`config.mk`:
```
export PLATFORM = sky130hd
export DESIGN_NAME = dbgcp_core
export DESIGN_NICKNAME = d
export VERILOG_FILES = /design/src/common/dbgcp_pkg.sv /design/src/rtl/dbgcp_core.sv /design/src/rtl/dbgcp_skid.sv /design/src/rtl/dbgcp_crc.sv
export VERILOG_INCLUDE_DIRS = /design/src /design/src/common
export SDC_FILE = /design/constraint.sdc
export NUM_CORES = 1
export LEC_CHECK = 0
export ABC_AREA = 1
export BUFFER_PORTS_ARGS = -buffer_cell sky130_fd_sc_hd__buf_2
export CORE_MARGIN = 3
export CORE_UTILIZATION = 59
export DETAILED_ROUTE_END_ITERATION = 10
export GPL_ROUTABILITY_DRIVEN = 0
export PLACE_DENSITY = 0.89
export SLEW_MARGIN = 20
export SYNTH_ARGS = -nofsm -noshare
export SYNTH_HDL_FRONTEND = slang
export SYNTH_HIERARCHICAL = 1
export SYNTH_SLANG_ARGS = --single-unit
```
`constraint.sdc`:
```
create_clock -name clk_sys -period 2.48 [get_ports clk_sys]
set_clock_uncertainty 0.2 [all_clocks]
set_input_delay 0.496 -clock clk_sys [delete_from_list [all_inputs] [get_ports clk_sys]]
set_output_delay 0.496 -clock clk_sys [all_outputs]
set_load 0.01 [all_outputs]
```
`src/common/dbgcp_defs.svh`:
```
// Purpose: Constants of the debug command processor
// Assumes: Included by bare name from the rtl files
// Notes: Definitions only
`ifndef DBGCP_DEFS_SVH
`define DBGCP_DEFS_SVH
// ----------------------------------------
// Command codes
// ----------------------------------------
`define DBGCP_CMD_WR_CTL 8'h04
`define DBGCP_CMD_RD_CTL 8'h05
`define DBGCP_CMD_RD_REG 8'h09
`define DBGCP_CMD_WR_PM 8'h0A
`define DBGCP_CMD_RD_PM 8'h0B
`define DBGCP_CMD_WR_DM 8'h0C
`define DBGCP_CMD_RD_DM 8'h0D
`define DBGCP_CMD_CRC 8'h0E
`define DBGCP_CMD_STEP 8'h10
`define DBGCP_CMD_STUFF 8'h11
`define DBGCP_CMD_EXEC 8'h12
`define DBGCP_CMD_WR_WPT 8'h20
`define DBGCP_CMD_RD_WPT 8'h21
// ----------------------------------------
// Debugger control fields and values
// ----------------------------------------
`define DBGCP_CTL_HALT 7
`define DBGCP_CTL_BREAKPOINT_ENABLE 6
`define DBGCP_CTL_ACKEN 5
`define DBGCP_CTL_RST 0
`define DBGCP_CTL_RESET 8'h00
`define DBGCP_CTL_MASK 8'hE1
`define DBGCP_FILL_BYTE 8'hFF
`define DBGCP_ACK_BYTE 8'hFF
`define DBGCP_FILL_CRC 16'hFFFF
`define DBGCP_CRC_SEED 16'hFFFF
`define DBGCP_CRC_POLY 16'h1021
`define DBGCP_BREAK_OPCODE 8'h00
`endif

```
`src/common/dbgcp_pkg.sv`:
```
// Purpose: Types of the debug command processor
// Assumes: dbgcp_defs.svh holds the numbers
// Notes: Memory requests travel as a packed struct
package dbgcp_pkg;
   // Byte of a stream, data only
   typedef struct packed {
      logic [7:0] data;
   } dbgcp_byte_t;
   // Memory access request toward the system
   typedef struct packed {
      logic [1:0] space;
      logic write;
      logic [15:0] addr;
      logic [7:0] wdata;
   } dbgcp_mem_req_t;
   typedef enum logic [1:0] {
      DBGCP_SP_REG,
      DBGCP_SP_PM,
      DBGCP_SP_DM
   } dbgcp_space_t;
endpackage

```
`src/rtl/dbgcp_core.sv`:
```
// Purpose: Debug command processor: decodes host bytes, reaches memories
// Assumes: Host bytes arrive as valid pulses on clk_sys; memory answers in one cycle
// Notes: Survives its own commanded system reset
`timescale 1ns/100ps
`default_nettype none
`include "dbgcp_defs.svh"
module dbgcp_core
   import dbgcp_pkg::*;
#(
   parameter int PM_BYTES = 65536
) (
   input wire logic clk_sys,
   input wire logic reset,
   input wire logic rx_valid,
   input wire logic [7:0] rx_data,
   output logic tx_valid,
   input wire logic tx_ready,
   output logic [7:0] tx_data,
   input wire logic read_protect,
   input wire logic flash_unlocked,
   input wire logic break_decoded,
   input wire logic [7:0] cpu_opcode,
   input wire logic watch_hit,
   input wire logic sys_reset_done,
   input wire logic instr_done,
   input wire logic [7:0] mem_rdata,
   output logic mem_req,
   output dbgcp_mem_req_t mem_cmd,
   output logic cpu_halt,
   output logic sys_reset_req,
   output logic step_req,
   output logic stuff_req,
   output logic [7:0] stuff_byte,
   output logic [7:0] debugger_control,
   output logic [7:0] watch_control,
   output logic [7:0] watch_address_low,
   output logic [7:0] watch_match_data
);
   typedef enum {
      ST_CMD, ST_A1, ST_A0, ST_S1, ST_S0, ST_WDAT, ST_RDAT, ST_RWAIT,
      ST_CRC, ST_CRC_H, ST_CRC_L, ST_ONE, ST_EXEC, ST_WPT, ST_CTL, ST_RWPT
   } dbgcp_st_t;
   dbgcp_st_t st_r;
   logic [7:0] cmd_r, ctl_r, wctl_r, wadr_r, wdat_r, ob_r, stb_r;
   logic [15:0] addr_r, size_r, crc_r, crc_nxt;
   logic [16:0] left_r;
   logic [1:0] idx_r;
   logic [2:0] exec_left_r;
   logic mreq_r, mwr_r, ovld_r, step_r, stuff_r, exec_r, rstq_r, brk_r;
   wire halted = ctl_r[`DBGCP_CTL_HALT];
   wire blocked = !halted || read_protect;
   wire ob_ready;
   // ----------------------------------------
   // Decoding
   // ----------------------------------------
   function automatic logic is_addr_cmd(input logic [7:0] c);
      return c == `DBGCP_CMD_RD_REG || c == `DBGCP_CMD_WR_PM || c == `DBGCP_CMD_RD_PM ||
             c == `DBGCP_CMD_WR_DM || c == `DBGCP_CMD_RD_DM;
   endfunction
   wire is_wr = (cmd_r == `DBGCP_CMD_WR_PM) || (cmd_r == `DBGCP_CMD_WR_DM);
   // Write permitted only when halted, unprotected, and flash open for program space
   wire wr_ok = !blocked && (cmd_r != `DBGCP_CMD_WR_PM || flash_unlocked);
   // Fill choice: data memory ignores read protection
   wire rd_fill = (cmd_r == `DBGCP_CMD_RD_DM) ? !halted : blocked;
   wire [1:0] space = (cmd_r == `DBGCP_CMD_RD_REG) ? 2'(DBGCP_SP_REG) :
                      (cmd_r == `DBGCP_CMD_WR_PM || cmd_r == `DBGCP_CMD_RD_PM ||
                       cmd_r == `DBGCP_CMD_CRC) ? 2'(DBGCP_SP_PM) : 2'(DBGCP_SP_DM);
   // Instruction length from opcode low and high nibbles; a small stand-in table
   wire [2:0] op_len = (rx_data[3:0] >= 4'h8) ? 3'd1 : (rx_data[7:4] == 4'h0) ? 3'd1 : 3'd2;
   wire brk_evt = (break_decoded && cpu_opcode == `DBGCP_BREAK_OPCODE &&
                   ctl_r[`DBGCP_CTL_BREAKPOINT_ENABLE]) || watch_hit;
   // Watch control write value, cleared when blocked
   wire [7:0] wctl_in = blocked ? 8'h00 : rx_data;
   // Control write: halt cannot be cleared under protection
   wire [7:0] ctl_wr = {rx_data[7] | (read_protect & halted), rx_data[6:0]}
                       & `DBGCP_CTL_MASK;
   dbgcp_crc u_crc (
      .crc_in(crc_r),
      .data(mem_rdata),
      .crc_out(crc_nxt)
   );
   dbgcp_skid #(.WIDTH(8), .DEPTH(2)) u_skid (
      .clk_sys(clk_sys),
      .reset(reset),
      .in_valid(ovld_r),
      .in_ready(ob_ready),
      .in_data(ob_r),
      .out_valid(tx_valid),
      .out_ready(tx_ready),
      .out_data(tx_data)
   );
   // Reply byte in flight is taken when buffer has room
   wire o_free = !ovld_r || ob_ready;
   // ----------------------------------------
   // Command state machine
   // ----------------------------------------
   always_ff @(posedge clk_sys) begin
      if (reset) begin
         st_r <= ST_CMD;
         cmd_r <= 8'h00;
         ctl_r <= `DBGCP_CTL_RESET;
         wctl_r <= 8'h00;
         wadr_r <= 8'h00;
         wdat_r <= 8'h00;
         addr_r <= 16'h0000;
         size_r <= 16'h0000;
         left_r <= 17'h0_0000;
         crc_r <= `DBGCP_CRC_SEED;
         idx_r <= 2'd0;
         exec_left_r <= 3'd0;
         mreq_r <= 1'b0;
         mwr_r <= 1'b0;
         ovld_r <= 1'b0;
         ob_r <= 8'h00;
         step_r <= 1'b0;
         stuff_r <= 1'b0;
         stb_r <= 8'h00;
         exec_r <= 1'b0;
         rstq_r <= 1'b0;
         brk_r <= 1'b0;
      end else begin
         mreq_r <= 1'b0;
         step_r <= 1'b0;
         stuff_r <= 1'b0;
         if (ovld_r && ob_ready) ovld_r <= 1'b0;
         // Self-reset clears when the system reset finishes
         if (sys_reset_done) ctl_r[`DBGCP_CTL_RST] <= 1'b0;
         rstq_r <= ctl_r[`DBGCP_CTL_RST] && !sys_reset_done;
         // Write address steps only after its request has been shown
         if (mreq_r && mwr_r) addr_r <= addr_r + 16'h0001;
         case (st_r)
            ST_CMD: begin
               if (brk_r && o_free && !rx_valid) begin
                  ob_r <= `DBGCP_ACK_BYTE;
                  ovld_r <= 1'b1;
                  brk_r <= 1'b0;
               end else if (rx_valid) begin
                  cmd_r <= rx_data;
                  idx_r <= 2'd0;
                  if (is_addr_cmd(rx_data)) st_r <= ST_A1;
                  else if (rx_data == `DBGCP_CMD_WR_CTL) st_r <= ST_CTL;
                  else if (rx_data == `DBGCP_CMD_RD_CTL) begin
                     ob_r <= ctl_r;
                     ovld_r <= 1'b1;
                     st_r <= ST_RWAIT;
                  end else if (rx_data == `DBGCP_CMD_CRC) begin
                     addr_r <= 16'h0000;
                     left_r <= 17'(PM_BYTES);
                     crc_r <= `DBGCP_CRC_SEED;
                     st_r <= halted ? ST_CRC : ST_CRC_H;
                     if (!halted) crc_r <= `DBGCP_FILL_CRC;
                  end else if (rx_data == `DBGCP_CMD_STEP) begin
                     step_r <= !blocked;
                  end else if (rx_data == `DBGCP_CMD_STUFF || rx_data == `DBGCP_CMD_EXEC) begin
                     st_r <= ST_ONE;
                  end else if (rx_data == `DBGCP_CMD_WR_WPT) st_r <= ST_WPT;
                  else if (rx_data == `DBGCP_CMD_RD_WPT) st_r <= ST_RWPT;
                  // Other codes fall through; the next byte is a command
               end
            end
            ST_A1: if (rx_valid) begin
               addr_r[15:8] <= (cmd_r == `DBGCP_CMD_RD_REG) ? {4'h0, rx_data[3:0]} : rx_data;
               st_r <= ST_A0;
            end
            ST_A0: if (rx_valid) begin
               addr_r[7:0] <= rx_data;
               st_r <= (cmd_r == `DBGCP_CMD_RD_REG) ? ST_S0 : ST_S1;
            end
            ST_S1: if (rx_valid) begin
               size_r[15:8] <= rx_data;
               st_r <= ST_S0;
            end
            ST_S0: if (rx_valid) begin
               // Zero size selects the full range
               if (cmd_r == `DBGCP_CMD_RD_REG)
                  left_r <= (rx_data == 8'h00) ? 17'd256 : {9'h000, rx_data};
               else if ({size_r[15:8], rx_data} == 16'h0000)
                  left_r <= 17'h1_0000;
               else
                  left_r <= {1'b0, size_r[15:8], rx_data};
               st_r <= is_wr ? ST_WDAT : ST_RDAT;
            end
            ST_WDAT: if (rx_valid) begin
               mreq_r <= wr_ok;
               mwr_r <= 1'b1;
               ob_r <= rx_data;
               left_r <= left_r - 17'd1;
               if (left_r == 17'd1) st_r <= ST_CMD;
            end
            ST_RDAT: if (o_free && !mreq_r) begin
               mreq_r <= !rd_fill;
               mwr_r <= 1'b0;
               st_r <= ST_RWAIT;
            end
            ST_RWAIT: begin
               // Memory data lands one cycle after the request
               if (cmd_r == `DBGCP_CMD_RD_CTL) st_r <= ST_CMD;
               else begin
                  ob_r <= rd_fill ? `DBGCP_FILL_BYTE : mem_rdata;
                  ovld_r <= 1'b1;
                  addr_r <= addr_r + 16'h0001;
                  left_r <= left_r - 17'd1;
                  st_r <= (left_r == 17'd1) ? ST_CMD : ST_RDAT;
               end
            end
            ST_CRC: begin
               // One memory byte per two cycles walk
               if (!mreq_r) begin
                  mreq_r <= 1'b1;
                  mwr_r <= 1'b0;
               end else begin
                  crc_r <= crc_nxt;
                  addr_r <= addr_r + 16'h0001;
                  left_r <= left_r - 17'd1;
                  if (left_r == 17'd1) st_r <= ST_CRC_H;
               end
            end
            ST_CRC_H: if (o_free) begin
               ob_r <= crc_r[15:8];
               ovld_r <= 1'b1;
               st_r <= ST_CRC_L;
            end
            ST_CRC_L: if (o_free) begin
               ob_r <= crc_r[7:0];
               ovld_r <= 1'b1;
               st_r <= ST_CMD;
            end
            ST_ONE: if (rx_valid) begin
               if (cmd_r == `DBGCP_CMD_STUFF || blocked) begin
                  // Stuff takes one opcode; blocked execute eats one byte
                  stuff_r <= !blocked;
                  stb_r <= rx_data;
                  st_r <= ST_CMD;
               end else begin
                  stuff_r <= 1'b1;
                  stb_r <= rx_data;
                  exec_left_r <= op_len - 3'd1;
                  st_r <= (op_len == 3'd1) ? ST_CMD : ST_EXEC;
               end
            end
            ST_EXEC: if (rx_valid) begin
               mreq_r <= 1'b1;
               mwr_r <= 1'b1;
               ob_r <= rx_data;
               exec_left_r <= exec_left_r - 3'd1;
               if (exec_left_r == 3'd1) st_r <= ST_CMD;
            end
            ST_CTL: if (rx_valid) begin
               ctl_r <= ctl_wr;
               st_r <= ST_CMD;
            end
            ST_WPT: if (rx_valid) begin
               // Control, address low, then match data
               if (idx_r == 2'd0) wctl_r <= wctl_in;
               if (idx_r == 2'd1) wadr_r <= rx_data;
               if (idx_r == 2'd2) wdat_r <= rx_data;
               idx_r <= idx_r + 2'd1;
               if (idx_r == 2'd2) st_r <= ST_CMD;
            end
            ST_RWPT: if (o_free) begin
               ob_r <= (idx_r == 2'd0) ? wctl_r : (idx_r == 2'd1) ? wadr_r : wdat_r;
               ovld_r <= 1'b1;
               idx_r <= idx_r + 2'd1;
               if (idx_r == 2'd2) st_r <= ST_CMD;
            end
            default: st_r <= ST_CMD;
         endcase
         // Break comes last so that, while running, it wins over a host write in the same cycle
         if (brk_evt && !halted) begin
            ctl_r[`DBGCP_CTL_HALT] <= 1'b1;
            if (ctl_r[`DBGCP_CTL_ACKEN]) brk_r <= 1'b1;
         end
      end
   end
   // ----------------------------------------
   // Outputs
   // ----------------------------------------
   assign mem_req = mreq_r;
   assign mem_cmd = '{space: space, write: mwr_r, addr: addr_r, wdata: ob_r};
   assign cpu_halt = ctl_r[`DBGCP_CTL_HALT];
   assign sys_reset_req = rstq_r;
   assign step_req = step_r;
   assign stuff_req = stuff_r;
   assign stuff_byte = stb_r;
   assign debugger_control = ctl_r;
   assign watch_control = wctl_r;
   assign watch_address_low = wadr_r;
   assign watch_match_data = wdat_r;
   // ----------------------------------------
   // Checks
   // ----------------------------------------
   protect_halt_a: assert property (@(posedge clk_sys) disable iff (reset)
      (read_protect && halted) |=> halted) else $error("halt cleared under protection");
   wpt_zero_a: assert property (@(posedge clk_sys) disable iff (reset)
      (st_r == ST_WPT && idx_r == 2'd0 && rx_valid && blocked) |=> wctl_r == 8'h00)
      else $error("watch control not forced zero");
   step_gate_a: assert property (@(posedge clk_sys) disable iff (reset)
      step_r |-> $past(halted) && !$past(read_protect)) else $error("step while blocked");
   write_drop_a: assert property (@(posedge clk_sys) disable iff (reset)
      (mreq_r && mwr_r && st_r != ST_EXEC) |-> !$past(blocked))
      else $error("memory write while blocked");
   flash_gate_a: assert property (@(posedge clk_sys) disable iff (reset)
      (mreq_r && mwr_r && cmd_r == `DBGCP_CMD_WR_PM) |-> $past(flash_unlocked))
      else $error("program write while flash locked");
   brk_halt_a: assert property (@(posedge clk_sys) disable iff (reset)
      (brk_evt && st_r != ST_CTL) |=> halted) else $error("break did not halt");
   crc_fill_a: assert property (@(posedge clk_sys) disable iff (reset)
      (st_r == ST_CMD && rx_valid && rx_data == `DBGCP_CMD_CRC && !halted)
      |=> crc_r == `DBGCP_FILL_CRC) else $error("crc fill missing");
   regsize_a: assert property (@(posedge clk_sys) disable iff (reset)
      (st_r == ST_S0 && rx_valid && cmd_r == `DBGCP_CMD_RD_REG && rx_data == 8'h00)
      |=> left_r == 17'd256) else $error("register size zero not 256");
   rst_clear_a: assert property (@(posedge clk_sys) disable iff (reset)
      (sys_reset_done && st_r != ST_CTL) |=> !ctl_r[`DBGCP_CTL_RST])
      else $error("self reset did not clear");
endmodule
`default_nettype wire

```
`src/rtl/dbgcp_skid.sv`:
```
// Purpose: Two-entry buffer on the reply byte path
// Assumes: Both sides on clk_sys
// Notes: Receiver stall loses no byte
`timescale 1ns/100ps
`default_nettype none
module dbgcp_skid
   import dbgcp_pkg::*;
#(
   parameter int WIDTH = 8,
   parameter int DEPTH = 2
) (
   input wire logic clk_sys,
   input wire logic reset,
   input wire logic in_valid,
   output logic in_ready,
   input wire logic [WIDTH-1:0] in_data,
   output logic out_valid,
   input wire logic out_ready,
   output logic [WIDTH-1:0] out_data
);
   logic [WIDTH-1:0] mem_r [DEPTH];
   logic [$clog2(DEPTH):0] cnt_r;
   logic [$clog2(DEPTH)-1:0] wp_r, rp_r;
   wire push = in_valid && in_ready;
   wire pop = out_valid && out_ready;
   // ----------------------------------------
   // Flags
   // ----------------------------------------
   assign in_ready = (cnt_r != ($clog2(DEPTH)+1)'(DEPTH));
   assign out_valid = (cnt_r != '0);
   assign out_data = mem_r[rp_r];
   // Pointer and count update
   always_ff @(posedge clk_sys) begin
      if (reset) begin
         cnt_r <= '0;
         wp_r <= '0;
         rp_r <= '0;
      end else begin
         if (push) wp_r <= wp_r + 1'b1;
         if (pop) rp_r <= rp_r + 1'b1;
         cnt_r <= cnt_r + (push ? 1'b1 : 1'b0) - (pop ? 1'b1 : 1'b0);
      end
   end
   // Storage
   always_ff @(posedge clk_sys) begin
      if (push) mem_r[wp_r] <= in_data;
   end
endmodule
`default_nettype wire

```
`src/rtl/dbgcp_crc.sv`:
```
// Purpose: CRC-CCITT byte update
// Assumes: MSB-first, polynomial 1021
// Notes: Pure combinational step
`timescale 1ns/100ps
`default_nettype none
`include "dbgcp_defs.svh"
module dbgcp_crc (
   input wire logic [15:0] crc_in,
   input wire logic [7:0] data,
   output logic [15:0] crc_out
);
   // One shift per data bit, unrolled by the loop
   always_comb begin
      logic [15:0] c;
      c = crc_in;
      for (int i = 7; i >= 0; i--) begin
         if (c[15] ^ data[i]) c = {c[14:0], 1'b0} ^ `DBGCP_CRC_POLY;
         else c = {c[14:0], 1'b0};
      end
      crc_out = c;
   end
endmodule
`default_nettype wire

```
**After elaboration in Yosys (flattened, before gate mapping)**

Memories as Yosys holds them, arrays and structs flattened. A register that Yosys moved wholly into a read port is not among the register bits.
Cells that the tools add are included.

- Bits in registers: 157
- Memory bits (writable): 16
- Input bits: 34
- Output and inout port bits: 81
- Word-level logic and storage cells: 343
- Memories: 1

- Add/sub/neg operators: 9
- $lt $le $gt $ge: 1
- Eq/ne operators: 76
- Multiplexer cells: 142
- Bitwise operators: 23
- Reduce and logical (&&, ||, !) cells: 65

Memories:

| memory | depth | width | read ports | clocked after memory_dff | write ports | line | RTL |
|---|---|---|---|---|---|---|---|
| u_skid.mem_r | 2 | 8 | 1 | 1 | 1 | dbgcp_skid.sv:21 | `logic [WIDTH-1:0] mem_r [DEPTH];` |

Operators by type and width:

| cell | count |
|---|---|
| $mux 32 | 28 |
| $pmux 32 s16 | 1 |
| $eq 32x4->1 const B | 8 |
| $mux 16 | 16 |
| $mux 17 | 12 |
| $mux 8 | 19 |
| $eq 32x3->1 const B | 4 |
| $mux 13 | 8 |
| $eq 8x4->1 const B | 12 |
| $pmux 17 s5 | 1 |
| $eq 32x2->1 const B | 2 |
| $pmux 8 s4 | 2 |
| $ne 2x2->1 const B | 27 |
| $pmux 8 s6 | 1 |
| $eq 32x1->1 const B | 1 |
| $eq 8x5->1 const B | 4 |
| $logic_not 32->1 | 1 |
| $pmux 16 s2 | 1 |
| $mux 1 | 30 |
| $eq 8x3->1 const B | 3 |
| $not 3->3 | 8 |
| $reduce_and 21->1 | 1 |
| $mux 2 | 9 |
| $mux 3 | 6 |
| other kinds (50) | 111 |

**Depth between registers and ports, before layout**

- Word-level depth: 18
- Mapped depth: 14
- Gate-level depth less buffers: 13

**Hierarchy**

The synthesis kept the hierarchy.

Modules (own cells, without submodules):

| module | instances | cells each | area each (µm²) | seq. area each (µm²) |
|---|---|---|---|---|
| dbgcp_core | 1 | 1255 | 7703.6 | 2502.4 |
| dbgcp_skid | 1 | 61 | 838.3 | 580.6 |
| dbgcp_crc | 1 | 108 | 470.5 | 0.0 |

**Worst setup path before layout**

OpenSTA, ideal clock, no wires.

- Path type: input to register
- From: input port rx_data[6]
- To: register crc_r[8]
- Library setup time: 0.134 ns
- Arrival: 1.864 ns
- Data required time: 2.146 ns
- Slack: 0.282 ns
- Cell stages on the path: 12
- Path buffers: 2
- Path through: buf_2 -> nor2_2 -> nand2_1 -> inv_2 -> nand2_2 -> clkinv_1 -> a21oi_1 -> nor3_4 -> nand2_2 -> buf_4 -> nand2_1 -> nand3_1

- Word-level cells in the longest chain between the ends: 7
- Elaborated cells on any way between the ends: 17
- Classes of those cells: eq/ne: 12; reduce/logical: 5

Ends and longest elaborated chain:

| what | line | RTL |
|---|---|---|
| start, declared | dbgcp_core.sv:15 | `input wire logic [7:0] rx_data,` |
| $eq 8x4->1 (no line) | n/a |  |
| $logic_or 1x1->1 (no line) (4 in series) | n/a |  |
| $ne 2x2->1 (no line) | n/a |  |
| $reduce_and 8->1 (no line) (*) | n/a |  |
| end signal, assigned | dbgcp_core.sv:108 | `` crc_r <= `DBGCP_CRC_SEED; `` |
| end signal, assigned | dbgcp_core.sv:149 | `` crc_r <= `DBGCP_CRC_SEED; `` |
| end signal, assigned | dbgcp_core.sv:151 | `` if (!halted) crc_r <= `DBGCP_FILL_CRC; `` |
| end, declared | dbgcp_core.sv:45 | `logic [15:0] addr_r, size_r, crc_r, crc_nxt;` |

Every way passes the cells marked *; elsewhere a longest branch is shown, timed or not.
A chain may end at the register's enable or synchronous reset.

**Worst setup path after layout**

- From: register st_r[3]
- To: register left_r[7]

- Word-level cells in the longest chain between the ends: 3
- Elaborated cells on any way between the ends: 18
- Classes of those cells: eq/ne: 14; mux: 1; reduce/logical: 3

Ends and longest elaborated chain:

| what | line | RTL |
|---|---|---|
| start, declared | dbgcp_core.sv:43 | `dbgcp_st_t st_r;` |
| start signal, assigned | dbgcp_core.sv:150 | `st_r <= halted ? ST_CRC : ST_CRC_H;` |
| start signal, assigned | dbgcp_core.sv:167 | `` st_r <= (cmd_r == `DBGCP_CMD_RD_REG) ? ST_S0 : ST_S1; `` |
| start signal, assigned | dbgcp_core.sv:181 | `st_r <= is_wr ? ST_WDAT : ST_RDAT;` |
| $eq 32x4->1, or another cell as far along | dbgcp_core.sv:131 | `case (st_r)` |
| $reduce_bool 5->1 (no line) or $ne 2x2->1 (tied branches) | n/a |  |
| $reduce_and 11->1 (no line) | n/a |  |
| end signal, assigned | dbgcp_core.sv:148 | `left_r <= 17'(PM_BYTES);` |
| end signal, assigned | dbgcp_core.sv:176 | `left_r <= (rx_data == 8'h00) ? 17'd256 : {9'h000, rx_data};` |
| end signal, assigned | dbgcp_core.sv:180 | `left_r <= {1'b0, size_r[15:8], rx_data};` |
| end, declared | dbgcp_core.sv:46 | `logic [16:0] left_r;` |

Parallel ways exist; a longest one is shown, timed or not.

==> impl_metrics.ini <==
[outcome]
outcome = finished clean

[cells_and_area]
drive_above_1_share = 0.158
antenna_cells = 0
fill_cells = 1224
syn_to_final_growth_pct = 17.0
final_area_mm2 = 0.0105
utilization = 0.714
final_nets = 1585

[floorplan]
rows = 44
initial_core_util = 0.611
dieArea_mm2 = 0.0168
die_width_um = 130
core_area_mm2 = 0.0148
io_pins = 115
die_h_um = 130

[critical_path]
worstPathBufferInverterCount = 3
critical_path.cell_chain = inv_2 -> nor2_2 -> nand2_2 -> nand3_2 -> nor2_1 -> o21ai_1 -> nand3_1 -> buf_12 -> inv_4 -> nand2_1 -> a21oi_1
crit_path_max_incr_delay_ns = 0.46
startpoint_type = flip-flop
rrSetupSlack_ns = 0.22
cp_max_fo = 21
end_kind = flip-flop
cp_slowest_cell = dfxtp_1
required_ns = 2.64
worstPathArrival_ns = 2.42
critical_path_class = reg2reg
critPathTopFamily = simple AND/OR/NAND/NOR gates

[power]
ir_drop_uv = 807
pwr_density_cell_mw_per_mm2 = 1130
leakage_uw = 0.00511

[logic_synthesis]
synth_cell_type_count = 42
synth_top_family_by_area = simple AND/OR/NAND/NOR gates
synthMuxAreaShare = 0.0100
ys_seq_area_frac = 0.342
syn_inst = 1424
syn_area_per_cell_um2 = 6.33
synth_compound_area_frac = 0.168
ys_warn_count = 6
synth_flop_cell = dfxtp_1
synth_xor_area_frac = 0.0136
synth_async_sr_flop_share = 0
yosys_register_bits = 146
synth_edf_count = 16
synthesis.area_mm2 = 0.00901
synth_fa_ha_area_frac = 0.0125
synth-simple-area-share = 0.349

[clocking]
cts_tree = yes
insertion_delay_ns = 0.44
cts_buffer_depth = 2
clock_sink_count = 146
cts_setup_buffers = 0
cts_buffers = 17
path_clk_slew_ns = 0.06
cts_root_buffer = clkbuf_16
ctsHtreeMaxLevel = 4

[placement]
hpwl_um = 19600
portBuffers = 109
postPlaceCellArea_mm2 = 0.00990

[drt]
wirelength_um = 27200
first_iter_violations = 1234
wl_per_cell_um = 15.6
viasPerCell = 5.84
ant_nets = 0
first_pass_iters = 6
routed-via-count = 10200
drcViolationCount = 0

[global_route]
grt_pass1_vias = 8996
grt_pass1_wl_um = 43600
antenna_found_initial = 0
grt_max_degree = 43
gr-total-overflow = 0
grtUsageTotal = 0.322

[sta]
relSlewSlack = 0.558
setup_tns_ns = 0
period_needed_ns = 2.26
fmax_mhz = 442
hold_viol = 0
tightest_slew_ns = 0.661
slew_violations = 0
setup_viol = 0
rsz0062_at_grt = no
fin_crit_sh = 0.912

[run]
drv_cap = 0

[min_path]
hold_class = in2reg
[cell usage after synthesis, drive strengths merged (5+ instances only)]
library cell    n  area [µm²]
edfxtp         16         480
xor2           12         105
inv           172         646
clkbuf         29         109
clkinv          5        18.8
a21oi         110         551
a211oi          5        37.5
dfxtp         130        2600
a31oi           5        31.3
nand2         403        1570
nor3           12        86.3
nor2          167         674
o21ai          96         480
ha              9         113
nand3         127         646
mux2            8        90.1
o22ai          18         113
nand4          20         125
o211ai         28         210
buf            31         173
[cell families after synthesis]
kind of cell    count (synthesis)
compound gates                273
flops                         146
other cells                     1
xor+xnor                       14
simple gates                  736
mux                             8
buf+inv                       237
fa+ha+maj                       9
[through the flow]
step	total power (µW)	instances	worst slack (ns)	hold slack (ns)
5_1_grt	12800	1739	0.0323	0.210
3_3_place_gp	8780	1707	0.0865	0.225
6_report	11900	1739	0.218	0.185
2_1_floorplan	7540	1427	0.282	0.212
3_5_place_dp	8960	1707	0.0350	0.235
4_1_cts	11700	1739	0.0895	0.169
[layout make-up]
cell class,count,area [µm²],share of cell area
timing repair buffer,156,923,0.0876
clock inverter,12,171,0.0163
clock buffer,20,458,0.0434
tap,184,230,0.0218
inverter,177,667,0.0633
sequential,146,3080,0.293
multi-input combinational,1044,5010,0.475
[routing by layer]
metal	vias to the layer above	wire length, µm	track usage
li1	4885	-	-
met2	613	12100	0.513
met4	0	1100	0.138
met3	116	2940	0.0639
met1	4544	11000	0.428
met5	-	0	0
[flip-flops by register name, indices dropped and copies added (netlist names), 4 cells and up, named ones only]
| register | count |
|---|---|
| st_r | 4 |
| watch_control | 8 |
| watch_address_low | 8 |
| size_r | 8 |
| ob_r | 8 |
| u_skid/mem_r | 16 |
| addr_r | 16 |
| crc_r | 16 |
| stuff_byte | 8 |
| watch_match_data | 8 |
| debugger_control | 4 |
| cmd_r | 8 |
| left_r | 17 |
[report_power, final]
part           leakage (µW)  switching [µW]  internal (µW)  total [µW]
sequential          0.00120             414           2830        3250
combinational       0.00360            3910           2010        5920
clock              0.000300            1070           1670        2740
[repair_timing]
item | in CTS | in global routing
endpoints found under the setup margin | 0 | 32
hold buffers | 0 | 0
resized for setup | 0 | 6
[layout by cell type (no fill, tap or decap), types with 11 or more instances in the layout]
cell	n
nor2_2	13
edfxtp_1	16
inv_1	160
o22ai_1	18
xor2_1	12
nor2_1	152
nand2_2	18
dfxtp_1	129
a21oi_1	109
buf_4	45
nand2_1	383
nand4_1	20
clkbuf_16	18
o211ai_1	28
o21ai_0	93
buf_2	109
inv_2	11
nand3_1	125
[worst paths after layout]
kind                        from        endpoint  depth (start not counted)
setup / recovery         st_r[3]       left_r[7]                         11
hold / removal    sys_reset_done   sys_reset_req                          4
setup reg to reg         st_r[3]       left_r[7]                         11
hold reg to reg   exec_left_r[2]  exec_left_r[2]                          1
[worst reg2reg max path, cell delays in order, from the launching register on]
cell	delay, ns
dfxtp_1	0.46
inv_2	0.08
nor2_2	0.22
nand2_2	0.20
nand3_2	0.14
nor2_1	0.04
o21ai_1	0.14
nand3_1	0.17
buf_12	0.20
inv_4	0.14
nand2_1	0.08
a21oi_1	0.13
Note: power is estimated with default switching activity, not from simulation.
